$ cat config.mk
export PLATFORM = sky130hd
export DESIGN_NAME = ccp_bank
export DESIGN_NICKNAME = d
export VERILOG_FILES = /design/src/design/ccp_bank_pkg.sv /design/src/design/ccp_timer_one.sv /design/src/design/ccp_unit.sv /design/src/design/ccp_bank.sv
export SDC_FILE = /design/constraint.sdc
export NUM_CORES = 1
export LEC_CHECK = 0
export BUFFER_PORTS_ARGS = -buffer_cell sky130_fd_sc_hd__buf_2
export CAP_MARGIN = 20
export CORE_MARGIN = 2
export CORE_UTILIZATION = 35
export CTS_CLUSTER_SIZE = 16
export DETAILED_ROUTE_END_ITERATION = 7
export GPL_ROUTABILITY_DRIVEN = 1
export HOLD_SLACK_MARGIN = 0.02
export PLACE_DENSITY = 0.56
export SLEW_MARGIN = 40
export SYNTH_ARGS = -nofsm -noshare
export SYNTH_HDL_FRONTEND = slang
export SYNTH_SLANG_ARGS = --single-unit
$ cat constraint.sdc
create_clock -name clk_i -period 8.05 [get_ports clk_i]
set_input_delay 0.805 -clock clk_i [delete_from_list [all_inputs] [get_ports clk_i]]
set_output_delay 0.805 -clock clk_i [all_outputs]
set_load 0.01 [all_outputs]
$ cat src/design/ccp_bank_pkg.sv
// Constants, register map and carrier types of the capture/compare/PWM bank.
// Assumes a 32-bit classic Wishbone register bus with byte addresses.
package ccp_bank_pkg;

  // ****************************************************************
  // Register map (byte offsets)
  // ****************************************************************
  localparam logic [7:0] UNIT_CONTROL_BASE    = 8'h00;  // Unit n at base + n * stride
  localparam logic [7:0] UNIT_VALUE_BASE      = 8'h04;  // Value pair of unit n
  localparam logic [7:0] UNIT_STRIDE          = 8'h08;  // Two words per unit
  localparam logic [7:0] TIMER_SELECT_OFFSET  = 8'h40;  // One select bit per unit
  localparam logic [7:0] TIMER_COUNT_OFFSET   = 8'h44;  // Timer one count
  localparam logic [7:0] TIMER_CONTROL_OFFSET = 8'h48;  // Run and overflow flag
  localparam logic [7:0] EVENT_FLAG_OFFSET    = 8'h4C;  // Unit event flags, write 1 clears

  // ****************************************************************
  // Field positions and reset values
  // ****************************************************************
  localparam int TIMER_RUN_BIT = 0;                       // Timer one runs while set
  localparam int TIMER_OVF_BIT = 1;                       // Overflow flag, write 1 clears
  localparam logic [7:0]  CONTROL_RESET = 8'h00;          // Unit control after reset
  localparam logic [15:0] VALUE_RESET   = 16'h0000;       // Value pair after reset
  localparam logic [15:0] COUNT_RESET   = 16'h0000;       // Timer one count after reset
  localparam logic [3:0]  PRESCALE_FOUR    = 4'h3;        // Last edge of a group of four
  localparam logic [3:0]  PRESCALE_SIXTEEN = 4'hF;        // Last edge of a group of sixteen

  // ****************************************************************
  // Modes of the unit
  // ****************************************************************
  typedef enum logic [3:0] {
    MODE_OFF       = 4'h0,  // Disabled, unit held in reset
    MODE_TOGGLE    = 4'h2,  // Compare, toggle pin
    MODE_FALL      = 4'h4,  // Capture every falling edge
    MODE_RISE      = 4'h5,  // Capture every rising edge
    MODE_RISE4     = 4'h6,  // Capture every 4th rising edge
    MODE_RISE16    = 4'h7,  // Capture every 16th rising edge
    MODE_SET_HIGH  = 4'h8,  // Compare, pin low then high
    MODE_SET_LOW   = 4'h9,  // Compare, pin high then low
    MODE_SOFT      = 4'hA,  // Compare, flag only
    MODE_SPECIAL   = 4'hB   // Compare, special event trigger
  } unit_mode_t;

  // Unit control register content
  typedef struct packed {
    logic [1:0] duty_low_bits;    // Low two bits of the PWM duty
    logic [3:0] unit_mode_field;  // Mode select
  } unit_control_t;

  // Wishbone request from the master
  typedef struct packed {
    logic        cyc;
    logic        stb;
    logic        we;
    logic [7:0]  adr;
    logic [3:0]  sel;
    logic [31:0] dat;
  } wb_req_t;

endpackage

$ cat src/design/ccp_timer_one.sv
// Timer one: the 16-bit timebase that units may reset by special event.
// Assumes all inputs come from logic on clk_i.
`timescale 1ns/1ns
module ccp_timer_one (
  // Clock and reset
  input  wire logic        clk_i,
  input  wire logic        rst_i,
  // Control from the register file
  input  wire logic        run_i,
  input  wire logic        write_i,
  input  wire logic [15:0] write_data_i,
  input  wire logic        ovf_clear_i,
  // Special event reset from the units
  input  wire logic        event_reset_i,
  // State
  output logic      [15:0] count_o,
  output logic             overflow_o
);
  import ccp_bank_pkg::*;

  // ****************************************************************
  // Count and overflow
  // ****************************************************************
  logic [15:0] next_count;  // Count after this edge
  logic        wrap;        // Natural roll-over from all ones

  assign wrap = run_i && (count_o == 16'hFFFF) && !event_reset_i;

  // Software write first, then the event reset, then counting
  always_comb begin
    if (write_i) begin
      next_count = write_data_i;
    end else if (event_reset_i) begin
      next_count = COUNT_RESET;
    end else if (run_i) begin
      next_count = count_o + 16'h0001;
    end else begin
      next_count = count_o;
    end
  end

  // The event reset leaves the overflow flag alone; a set beats a clear
  always_ff @(posedge clk_i) begin
    if (rst_i) begin
      count_o    <= COUNT_RESET;
      overflow_o <= 1'b0;
    end else begin
      count_o    <= next_count;
      overflow_o <= (overflow_o && !ovf_clear_i) || wrap;
    end
  end

endmodule

$ cat src/design/ccp_unit.sv
// One capture/compare/PWM unit.
// Assumes the pin level is already synchronised and the count is on clk_i.
`timescale 1ns/1ns
module ccp_unit (
  // Clock and reset
  input  wire logic                          clk_i,
  input  wire logic                          rst_i,
  // Configuration
  input  wire ccp_bank_pkg::unit_control_t   control_i,
  input  wire logic                   [15:0] value_i,
  input  wire logic                   [15:0] count_i,
  // Pin
  input  wire logic                          pin_level_i,
  output logic                               pin_o,
  output logic                               pin_oe_o,
  // Events, one-cycle pulses
  output logic                               capture_o,
  output logic                               match_o,
  output logic                               special_o
);
  import ccp_bank_pkg::*;

  // ****************************************************************
  // Decode
  // ****************************************************************
  unit_mode_t mode;        // Current mode
  logic [3:0] mode_prev;   // Mode of the last cycle
  logic       pin_prev;    // Pin level of the last cycle
  logic [3:0] prescale;    // Edge counter
  logic       match_prev;  // Match of the last cycle
  logic       is_capture;  // Capture modes
  logic       is_compare;  // Compare modes
  logic       is_pwm;      // PWM modes 11xx
  logic       edge_seen;   // Edge that the mode listens to
  logic       fire;        // Capture now
  logic       hit;         // First cycle of a match
  logic       pwm_level;   // PWM output level
  logic       next_pin;    // Pin latch after this edge

  assign mode       = unit_mode_t'(control_i.unit_mode_field);
  assign is_capture = control_i.unit_mode_field[3:2] == 2'b01;
  assign is_pwm     = control_i.unit_mode_field[3:2] == 2'b11;
  assign is_compare = (mode == MODE_TOGGLE) || (control_i.unit_mode_field[3:2] == 2'b10);
  assign edge_seen  = (mode == MODE_FALL) ? (pin_prev && !pin_level_i)
                                          : (!pin_prev && pin_level_i);
  // Duty is ten bits: the value byte above the two control bits
  assign pwm_level  = {value_i[7:0], control_i.duty_low_bits} > count_i[9:0];
  assign hit        = (count_i == value_i) && !match_prev;

  // Capture on each edge, on every 4th, or on every 16th
  always_comb begin
    unique case (mode)
      MODE_RISE4:  fire = edge_seen && (prescale[1:0] == PRESCALE_FOUR[1:0]);
      MODE_RISE16: fire = edge_seen && (prescale == PRESCALE_SIXTEEN);
      default:     fire = edge_seen && is_capture;
    endcase
  end

  assign capture_o = fire;
  assign match_o   = hit && is_compare;
  assign special_o = hit && (mode == MODE_SPECIAL);

  // ****************************************************************
  // Pin latch
  // ****************************************************************
  // A new mode sets the initial level; a match then acts on it
  always_comb begin
    next_pin = pin_o;
    if (is_pwm) begin
      next_pin = pwm_level;
    end else if (control_i.unit_mode_field != mode_prev) begin
      next_pin = (mode == MODE_SET_LOW);
    end else if (hit) begin
      unique case (mode)
        MODE_TOGGLE:   next_pin = !pin_o;
        MODE_SET_HIGH: next_pin = 1'b1;
        MODE_SET_LOW:  next_pin = 1'b0;
        default:       next_pin = pin_o;
      endcase
    end
  end

  // Mode zero returns every piece of state to its reset value
  always_ff @(posedge clk_i) begin
    if (rst_i || mode == MODE_OFF) begin
      mode_prev  <= 4'h0;
      pin_prev   <= 1'b0;
      prescale   <= 4'h0;
      match_prev <= 1'b0;
      pin_o      <= 1'b0;
      pin_oe_o   <= 1'b0;
    end else begin
      mode_prev  <= control_i.unit_mode_field;
      pin_prev   <= pin_level_i;
      prescale   <= (is_capture && edge_seen) ? prescale + 4'h1 : prescale;
      match_prev <= count_i == value_i;
      pin_o      <= next_pin;
      pin_oe_o   <= is_pwm || (is_compare && mode != MODE_SOFT && mode != MODE_SPECIAL);
    end
  end

endmodule

$ cat src/design/ccp_bank.sv
// Bank of capture/compare/PWM units with timer one and a Wishbone slave.
// Assumes a classic Wishbone master on clk_i and asynchronous capture pins.
//
// Contract
// - Seven identical capture, compare, PWM units
// - Each unit holds one 16-bit value
// - Small variant: units nine, ten off, selects zero
// - Mode 0101 captures every rising edge, flags
// - Mode 0110 captures every fourth rising edge
// - Mode 1011 flags, resets timer, no conversion; only units on timer one reset it
// - Event reset clears count, not overflow flag
// - Timer write beats simultaneous event reset
// - Value acts as timer period, wraps; only in mode 1011 on timer one
`timescale 1ns/1ns
module ccp_bank #(
  parameter int NUM_UNITS    = 7,  // Units four through ten
  parameter bit SMALL_MEMORY = 0   // Small variant drops the last two
) (
  // Clock and reset
  input  wire logic                            clk_i,
  input  wire logic                            rst_i,
  // Wishbone slave
  input  wire ccp_bank_pkg::wb_req_t           wb_req_i,
  output logic                          [31:0] wb_dat_o,
  output logic                                 wb_ack_o,
  // Second timebase chosen by the select bits
  input  wire logic                     [15:0] alt_count_i,
  // Capture/compare pins
  input  wire logic            [NUM_UNITS-1:0] ccp_pin_i,
  output logic                 [NUM_UNITS-1:0] ccp_pin_o,
  output logic                 [NUM_UNITS-1:0] ccp_pin_oe_o,
  // Timer one state
  output logic                          [15:0] timer_one_count_o,
  output logic                                 timer_one_overflow_flag_o
);
  import ccp_bank_pkg::*;

  // ****************************************************************
  // Elaboration checks
  // ****************************************************************
  // The map leaves room for eight units below the timer select word
  if (NUM_UNITS < 1 || NUM_UNITS > 8) begin : g_bad_units
    $error("NUM_UNITS must lie in 1 to 8");
  end

  // ****************************************************************
  // Bus decode
  // ****************************************************************
  logic        req_go;      // New request, not yet answered
  logic        wr;          // Write taken this cycle
  logic [2:0]  unit_idx;    // Unit addressed
  logic        in_units;    // Address inside the unit area
  logic        hit_ctrl;    // Unit control word
  logic        hit_value;   // Unit value word
  logic        hit_select;  // Timer select word
  logic        hit_count;   // Timer count word
  logic        hit_tctrl;   // Timer control word
  logic        hit_flags;   // Event flag word
  logic [15:0] wmask;       // Byte enables of the low half

  assign req_go     = wb_req_i.cyc && wb_req_i.stb && !wb_ack_o;
  assign wr         = req_go && wb_req_i.we;
  assign unit_idx   = wb_req_i.adr[5:3];
  assign in_units   = (wb_req_i.adr[7:6] == 2'b00) && (int'(unit_idx) < NUM_UNITS);
  assign hit_ctrl   = in_units && (wb_req_i.adr[2:0] == UNIT_CONTROL_BASE[2:0]);
  assign hit_value  = in_units && (wb_req_i.adr[2:0] == UNIT_VALUE_BASE[2:0]);
  assign hit_select = wb_req_i.adr == TIMER_SELECT_OFFSET;
  assign hit_count  = wb_req_i.adr == TIMER_COUNT_OFFSET;
  assign hit_tctrl  = wb_req_i.adr == TIMER_CONTROL_OFFSET;
  assign hit_flags  = wb_req_i.adr == EVENT_FLAG_OFFSET;
  assign wmask      = {{8{wb_req_i.sel[1]}}, {8{wb_req_i.sel[0]}}};

  // ****************************************************************
  // Register storage
  // ****************************************************************
  unit_control_t              control  [NUM_UNITS];  // Unit control words
  logic          [15:0]       value    [NUM_UNITS];  // Unit value pairs
  logic          [NUM_UNITS-1:0] select;             // Timebase select, 1 = second
  logic          [NUM_UNITS-1:0] flags;              // Unit event flags
  logic                       timer_run;             // Timer one run bit
  logic          [NUM_UNITS-1:0] present;            // Units that exist
  logic          [NUM_UNITS-1:0] capture;            // Capture pulses
  logic          [NUM_UNITS-1:0] match;              // Compare event pulses
  logic          [NUM_UNITS-1:0] special;            // Special event pulses
  logic          [NUM_UNITS-1:0] sync_a;             // First synchroniser stage
  logic          [NUM_UNITS-1:0] sync_b;             // Second synchroniser stage
  logic          [15:0]       unit_count [NUM_UNITS];  // Timebase seen by each unit
  logic                       event_reset;           // Reset of timer one
  logic                       timer_wr;              // Software write to the count
  logic          [15:0]       timer_wdata;           // Masked count write data

  // Two flops per pin before any unit looks at it
  always_ff @(posedge clk_i) begin
    if (rst_i) begin
      sync_a <= '0;
      sync_b <= '0;
    end else begin
      sync_a <= ccp_pin_i;
      sync_b <= sync_a;
    end
  end

  // ****************************************************************
  // Units
  // ****************************************************************
  for (genvar i = 0; i < NUM_UNITS; i++) begin : g_unit
    logic ctrl_wr;   // Write to this control word
    logic value_wr;  // Write to this value word

    // The small variant has no ninth or tenth unit
    assign present[i]    = !(SMALL_MEMORY && i >= 5);
    assign ctrl_wr       = wr && hit_ctrl && (int'(unit_idx) == i) && wb_req_i.sel[0];
    assign value_wr      = wr && hit_value && (int'(unit_idx) == i);
    assign unit_count[i] = select[i] ? alt_count_i : timer_one_count_o;

    // Control word: absent units keep mode zero
    always_ff @(posedge clk_i) begin
      if (rst_i || !present[i]) begin
        control[i] <= unit_control_t'(CONTROL_RESET[5:0]);
      end else if (ctrl_wr) begin
        control[i] <= unit_control_t'(wb_req_i.dat[5:0]);
      end
    end

    // Value pair: a capture beats a software write in the same cycle
    always_ff @(posedge clk_i) begin
      if (rst_i) begin
        value[i] <= VALUE_RESET;
      end else if (capture[i]) begin
        value[i] <= unit_count[i];
      end else if (value_wr) begin
        value[i] <= (value[i] & ~wmask) | (wb_req_i.dat[15:0] & wmask);
      end
    end

    // Flag: set from the unit wins over a clear by software
    always_ff @(posedge clk_i) begin
      if (rst_i) begin
        flags[i] <= 1'b0;
      end else begin
        flags[i] <= (flags[i] && !(wr && hit_flags && wb_req_i.sel[0] && wb_req_i.dat[i]))
                    || capture[i] || match[i];
      end
    end

    ccp_unit u_unit (
      .clk_i       (clk_i),
      .rst_i       (rst_i),
      .control_i   (control[i]),
      .value_i     (value[i]),
      .count_i     (unit_count[i]),
      .pin_level_i (sync_b[i]),
      .pin_o       (ccp_pin_o[i]),
      .pin_oe_o    (ccp_pin_oe_o[i]),
      .capture_o   (capture[i]),
      .match_o     (match[i]),
      .special_o   (special[i])
    );
  end

  // ****************************************************************
  // Timer one
  // ****************************************************************
  // Only units that count on timer one may reset it; no conversion start
  assign event_reset = |(special & ~select & present);
  assign timer_wr    = wr && hit_count && (wb_req_i.sel[1:0] != 2'b00);
  assign timer_wdata = (timer_one_count_o & ~wmask) | (wb_req_i.dat[15:0] & wmask);

  // Run bit of timer one
  always_ff @(posedge clk_i) begin
    if (rst_i) begin
      timer_run <= 1'b0;
    end else if (wr && hit_tctrl && wb_req_i.sel[0]) begin
      timer_run <= wb_req_i.dat[TIMER_RUN_BIT];
    end
  end

  // Select bits; absent units read zero
  always_ff @(posedge clk_i) begin
    if (rst_i) begin
      select <= '0;
    end else if (wr && hit_select && wb_req_i.sel[0]) begin
      select <= wb_req_i.dat[NUM_UNITS-1:0] & present;
    end
  end

  ccp_timer_one u_timer (
    .clk_i         (clk_i),
    .rst_i         (rst_i),
    .run_i         (timer_run),
    .write_i       (timer_wr),
    .write_data_i  (timer_wdata),
    .ovf_clear_i   (wr && hit_tctrl && wb_req_i.sel[0] && wb_req_i.dat[TIMER_OVF_BIT]),
    .event_reset_i (event_reset),
    .count_o       (timer_one_count_o),
    .overflow_o    (timer_one_overflow_flag_o)
  );

  // ****************************************************************
  // Read path
  // ****************************************************************
  logic [31:0] rd_word;  // Word for the addressed register

  // Unmapped addresses answer with zero
  always_comb begin
    rd_word = 32'h0000_0000;
    if (hit_ctrl) begin
      rd_word[5:0] = control[unit_idx];
    end else if (hit_value) begin
      rd_word[15:0] = value[unit_idx];
    end else if (hit_select) begin
      rd_word[NUM_UNITS-1:0] = select;
    end else if (hit_count) begin
      rd_word[15:0] = timer_one_count_o;
    end else if (hit_tctrl) begin
      rd_word[TIMER_RUN_BIT] = timer_run;
      rd_word[TIMER_OVF_BIT] = timer_one_overflow_flag_o;
    end else if (hit_flags) begin
      rd_word[NUM_UNITS-1:0] = flags;
    end
  end

  // One wait-free answer the cycle after the request; ack drops again
  always_ff @(posedge clk_i) begin
    if (rst_i) begin
      wb_ack_o <= 1'b0;
      wb_dat_o <= 32'h0000_0000;
    end else begin
      wb_ack_o <= req_go;
      wb_dat_o <= req_go ? rd_word : 32'h0000_0000;
    end
  end

endmodule

After elaboration in Yosys (flattened, before gate mapping)
Memory sizes are Yosys's and may differ from the RTL's.
Index checks and enable logic that the tools add are counted.
{"block": "totals", "register_bits": 163, "mem_bits_rw": 154, "out_inout_bits": 64, "word_cells": 632, "mem_count": 2}
{"memory": "value", "words": 7, "width": 16, "rd": 8, "rd_clocked_by_memory_dff": 0, "wr": 7, "line": "ccp_bank.sv:77", "source": "logic [15:0] value [NUM_UNITS];"}
{"memory": "control", "words": 7, "width": 6, "rd": 8, "rd_clocked_by_memory_dff": 0, "wr": 7, "line": "ccp_bank.sv:76", "source": "unit_control_t control [NUM_UNITS];"}
{"block": "classes", "n_addsub": 8, "order_cmp": 8, "n_eq_ne": 124, "muxes": 154, "bitwise_logic": 42, "n_reduce_logical": 235}
{"cell": "$mux W16", "count": 25}
{"cell": "$and A16 B16 Y16", "count": 9}
{"cell": "$or A16 B16 Y16", "count": 8}
{"cell": "$logic_and A1 B1 Y1", "count": 125}
{"cell": "$eq A16 B16 Y1", "count": 7}
{"cell": "$eq A4 B4 Y1 const B", "count": 28}
{"cell": "$mux W1", "count": 100}
{"cell": "$eq A4 B3 Y1 const B", "count": 21}
{"cell": "$gt A10 B10 Y1", "count": 7}
{"cell": "$ne A4 B4 Y1 const B", "count": 14}
{"cell": "$mux W6", "count": 8}
{"cell": "$eq A2 B2 Y1 const B", "count": 21}
{"cell": "$logic_not A1 Y1", "count": 38}
{"cell": "$logic_or A1 B1 Y1", "count": 36}
{"cell": "$reduce_bool A5 Y1", "count": 7}
{"cell": "$eq A8 B7 Y1 const B", "count": 4}
{"cell": "$add A4 B1 Y4 const B", "count": 7}
{"cell": "$eq A4 B2 Y1 const B", "count": 7}
{"cell": "$logic_not A4 Y1", "count": 7}
{"cell": "$ne A4 B4 Y1", "count": 7}
{"cell": "$reduce_bool A3 Y1", "count": 8}
{"cell": "$mux W7", "count": 3}
{"cell": "$or A1 B1 Y1", "count": 21}
{"cell": "$pmux W1 S3", "count": 7}
{"cell": "other kinds (21)", "count": 46}

Longest topological paths before layout
{"block": "depth", "depth_word": 10, "depth_mapped": 13, "depth_no_buf": 11}

Cells and area by module
From an unflattened synthesis, not the netlist that was laid out.
{"block": "hier_totals", "hier_cells": 2242, "hier_area_um2": 19756.4}
{"module": "ccp_bank", "n_inst": 1, "cells_each": 1199, "area_each_um2": 11402.2, "seq_area_each_um2": 5545.3}
{"module": "ccp_unit (g_unit[1].u_unit ...)", "n_inst": 6, "cells_each": 132, "area_each_um2": 1043.5, "seq_area_each_um2": 240.2}
{"module": "ccp_unit (g_unit[0].u_unit)", "n_inst": 1, "cells_each": 129, "area_each_um2": 1133.6, "seq_area_each_um2": 240.2}
{"module": "ccp_timer_one", "n_inst": 1, "cells_each": 122, "area_each_um2": 959.7, "seq_area_each_um2": 340.3}

Worst setup path after synthesis
OpenSTA, ideal clock, no wires.
{"block": "synth_path", "path_kind": "input -> register", "startpoint": "in wb_req_i[37] (netlist bit)", "endpoint": "mem value[4][0] (enable)", "setup_ns": 0.372, "arrival_time_ns": 2.668, "required_time_ns": 7.678, "slack_ns": 5.011, "path_stages": 8, "path_cell_list": "nor3_1 -> nand2_1 -> nor2_1 -> nand4_1 -> or3_1 -> clkbuf_1 -> clkbuf_1 -> nand2_1"}
{"element": "start: declaration", "line": "ccp_bank.sv:23", "source": "input wire ccp_bank_pkg::wb_req_t wb_req_i,"}
{"element": "end: declaration", "line": "ccp_bank.sv:77"}

==> metrics.log <==
INFO  metric tightest_slew = 867 ps
INFO  metric final_common_cell = sky130_fd_sc_hd__mux2i_1
INFO  metric pwr-share-comb = 8.6%
INFO  metric dp_worst_setup_slack = 3640 ps
INFO  metric cts_htree_levels = 2
INFO  metric grt_setup_unrepaired = false
INFO  metric finalWorstPathRequiredPeriod = roughly 3900 ps
INFO  metric synth.avg_cell_area = just under 10 sq um
INFO  metric die-height = 237 um
INFO  metric fin_worst_skew = around 15 ps
INFO  metric setup_violations = 0
INFO  metric power_density = 178 nW/um^2
INFO  metric power_switching_share = 25.4%
INFO  metric worstPathArrival = between 4000 and 5000 ps
INFO  metric dpl.hpwl = 47300 um
INFO  metric fin_tns_setup = 0 ps
INFO  metric clock_tree_root_buffer_cell = sky130_fd_sc_hd__clkbuf_16
INFO  metric clk-insertion-delay-late = 570 ps
INFO  metric port_buffers = 101
INFO  metric clockPowerShare = 45.9%
INFO  metric clock_sinks = 301
INFO  metric dieArea = 56000 sq um
INFO  metric first_pass_grt_wire_length = 92900 um
INFO  metric dpl_cell_area = 19700 sq um
INFO  metric synthTopCellsByArea = sky130_fd_sc_hd__edfxtp_1, sky130_fd_sc_hd__dfxtp_1, sky130_fd_sc_hd__mux2i_1
INFO  metric criticalPathCategory = flop to flop
INFO  metric antenna_violations_before_repair = 1
INFO  metric worstSetupEndpointType = flop
INFO  metric chipWidth = ~240 um
INFO  metric core-area = ~54000 sq um
INFO  metric intPower = around 2.8 mW
INFO  metric final_core_utilization = 39.0%
INFO  metric hp-class = flop to flop
INFO  metric share_of_flip_flops_with_an_asynchronous_set_or_reset_after_synthesis = 0%
INFO  metric total_chip_power = about 3.7 mW
INFO  metric timing.critical_path.fanout_max = 16
INFO  metric worstSetupStartpointType = flop
INFO  metric syn2layout_area_growth = 10.7%
INFO  metric fill_cells = 5204
INFO  metric layout_common_cells = sky130_fd_sc_hd__mux2i_1, sky130_fd_sc_hd__nor2_1, sky130_fd_sc_hd__edfxtp_1
INFO  metric post_synthesis_instance_area = approximately 19000 sq um
INFO  metric number_of_design_rule_violations_left_after_detail_routing = 0
INFO  metric synthFlopType = sky130_fd_sc_hd__edfxtp_1
INFO  metric effective_utilization_at_floorplan = about a third
INFO  metric rows = 85
INFO  metric synth_enable_flop_cells = between 150 and 200
INFO  metric r2r_setup_slack = 4100 ps
INFO  metric number_of_distinct_library_cells_after_synthesis = 76
INFO  metric postSynthRegisterBits = 301
INFO  metric avgRoutedWirePerCell = about 23 um
INFO  metric gr-total-overflow = 0
INFO  metric worst-endpoint-required = about 8500 ps
INFO  metric vias = 15400
INFO  metric clock_tree_from_tritoncts = done
INFO  metric finalNetCount = 2105
INFO  metric final_layout_size_suffix_gt1_share = roughly an eighth
INFO  metric timing.final.max_slew_violations = 0
INFO  metric worst_ir_drop_vdd = approximately 0.13 mV
INFO  metric synth_area_leader_cell = sky130_fd_sc_hd__edfxtp_1
INFO  metric vias_per_inst = 5.75
INFO  metric share_seq_of_total_power = 45.6%
INFO  metric timing.final.ws_setup = roughly 4100 ps
INFO  metric gp_routability_congestion = 0.928
INFO  metric numCtsBuffers = 39
INFO  metric globalRouteTotalUtil = 21.8%
INFO  metric seq_area_frac_synth = about two fifths
INFO  metric final.period_utilization = about half
INFO  metric synth_top_cell_area_share = 24.4%
INFO  metric clkTransAtPathRegs = 60 ps
INFO  metric max_freq = 253 MHz
INFO  metric status = finished, final reports clean
INFO  metric cts.repair_timing.setup_buffer_count = 0
INFO  metric post_cts.resized_instances = 0
INFO  metric timing.final.hold_violations = 0
INFO  metric drt-pass1-iter-count = 5
INFO  metric finalWirelength = slightly above 60000 um
INFO  metric post-route-cell-area = 21000 sq um
INFO  metric leakage = 7.46 nW
INFO  metric ant_nets = 0
INFO  metric io_pins = approximately 140
INFO  metric ys.warnings.count = 0
INFO  metric cts.path.max_buffers = 3
INFO  metric via_count_of_the_first_global_routing_pass = 15100
INFO  metric netSwitchingPower = approximately 0.95 mW
INFO  metric cap_viol_max_count = 0
INFO  metric initialDrtViolationCount = between 1500 and 2000
INFO  metric grt_max_degree = 75
INFO  metric slew_headroom = 42.2%
INFO  metric postSynthCellCount = 1939
INFO  metric postCtsHoldBufs = 0
## worst max-delay path, cell delays in order, from the launching register on
cell and delay (ps):
sky130_fd_sc_hd__dfxtp_1 420, sky130_fd_sc_hd__buf_4 370, sky130_fd_sc_hd__mux2_2 420, sky130_fd_sc_hd__xor2_1 180, sky130_fd_sc_hd__nor4_1 440, sky130_fd_sc_hd__nand4_1 490, sky130_fd_sc_hd__nor4_4 530, sky130_fd_sc_hd__a2111oi_4 160
sky130_fd_sc_hd__and3b_2 360, sky130_fd_sc_hd__o21ai_2 310, sky130_fd_sc_hd__nor4_1 120
## logic make-up (layout without fill, tap and decap cells)
kind of cell | Yosys count | after routing | share of synthesized area, %
simple gates | 616 | 616 | 16.5
flops | 301 | 301 | 39.9
buf+inv | 198 | 230 | 5.38
other cells | 1 | 17 | 0.0198
xor+xnor | 166 | 166 | 7.67
compound gates | 368 | 368 | 12.4
fa+ha+maj | 78 | 78 | 5.15
mux | 211 | 211 | 12.9
## worst paths after layout
| check | startpoint | to | cells past startpoint |
|---|---|---|---|
| worst max-delay path | select[2] | flop | 10 |
| worst min-delay path | sync_a[1] | sync_b[1] | 1 |
| worst max register to register | select[2] | flop | 10 |
| worst min register to register | sync_a[1] | sync_b[1] | 1 |
## metrics by stage
step | hold WS, ps | cells
after floorplan | 414 | 1954
after global placement | 425 | 2610
after detailed placement | 423 | 2610
after CTS | 429 | 2682
after global routing | 437 | 2683
final | 433 | 2683
## synthesized netlist by cell type (18+ instances only)
library cell and count:
sky130_fd_sc_hd__mux2i_1 171, sky130_fd_sc_hd__nor2_1 167, sky130_fd_sc_hd__edfxtp_1 154, sky130_fd_sc_hd__dfxtp_1 147, sky130_fd_sc_hd__nand2_1 121, sky130_fd_sc_hd__o22ai_1 114
sky130_fd_sc_hd__xnor2_1 108, sky130_fd_sc_hd__clkbuf_1 85, sky130_fd_sc_hd__ha_1 78, sky130_fd_sc_hd__a21oi_1 73, sky130_fd_sc_hd__o21ai_0 70, sky130_fd_sc_hd__xor2_1 58
sky130_fd_sc_hd__nand3_1 51, sky130_fd_sc_hd__and2_1 43, sky130_fd_sc_hd__nor2b_1 43, sky130_fd_sc_hd__nor4_1 40, sky130_fd_sc_hd__buf_4 38, sky130_fd_sc_hd__nand4_1 38
sky130_fd_sc_hd__inv_1 36, sky130_fd_sc_hd__nor3_1 33, sky130_fd_sc_hd__mux4_2 23, sky130_fd_sc_hd__a21boi_0 18, sky130_fd_sc_hd__a21o_1 18
## power by group through the flow
stage          registers (mW)  clock network (mW)  logic, mW
5_1_grt                  1.71                1.81      0.344
6_report                 1.70                1.71      0.320
3_5_place_dp             1.73                   0      0.314
2_1_floorplan            1.71                   0      0.221
3_3_place_gp             1.73                   0      0.309
4_1_cts                  1.70                1.75      0.316
## metal layers
metal / vias to the layer above / GRT usage (%) / wire (um)
met2: 652 / 35.2 / 28700
li1: 7118 / - / -
met4: 0 / 10.9 / 3220
met3: 132 / 3.12 / 4430
met1: 7524 / 28.5 / 25800
met5: - / 0 / 0
## layout make-up
cell class	instances	area, sq um	share of cell area [%]
sequential	301	7570	36.1
multi-input combinational	1455	10500	50.0
clock buffer	64	1160	5.54
inverter	37	139	0.662
timing repair buffer	121	671	3.20
clock inverter	8	81.3	0.388
antenna	1	2.50	0.0119
tap	696	871	4.15
No activity file was read; power rests on OpenSTA's default activity.
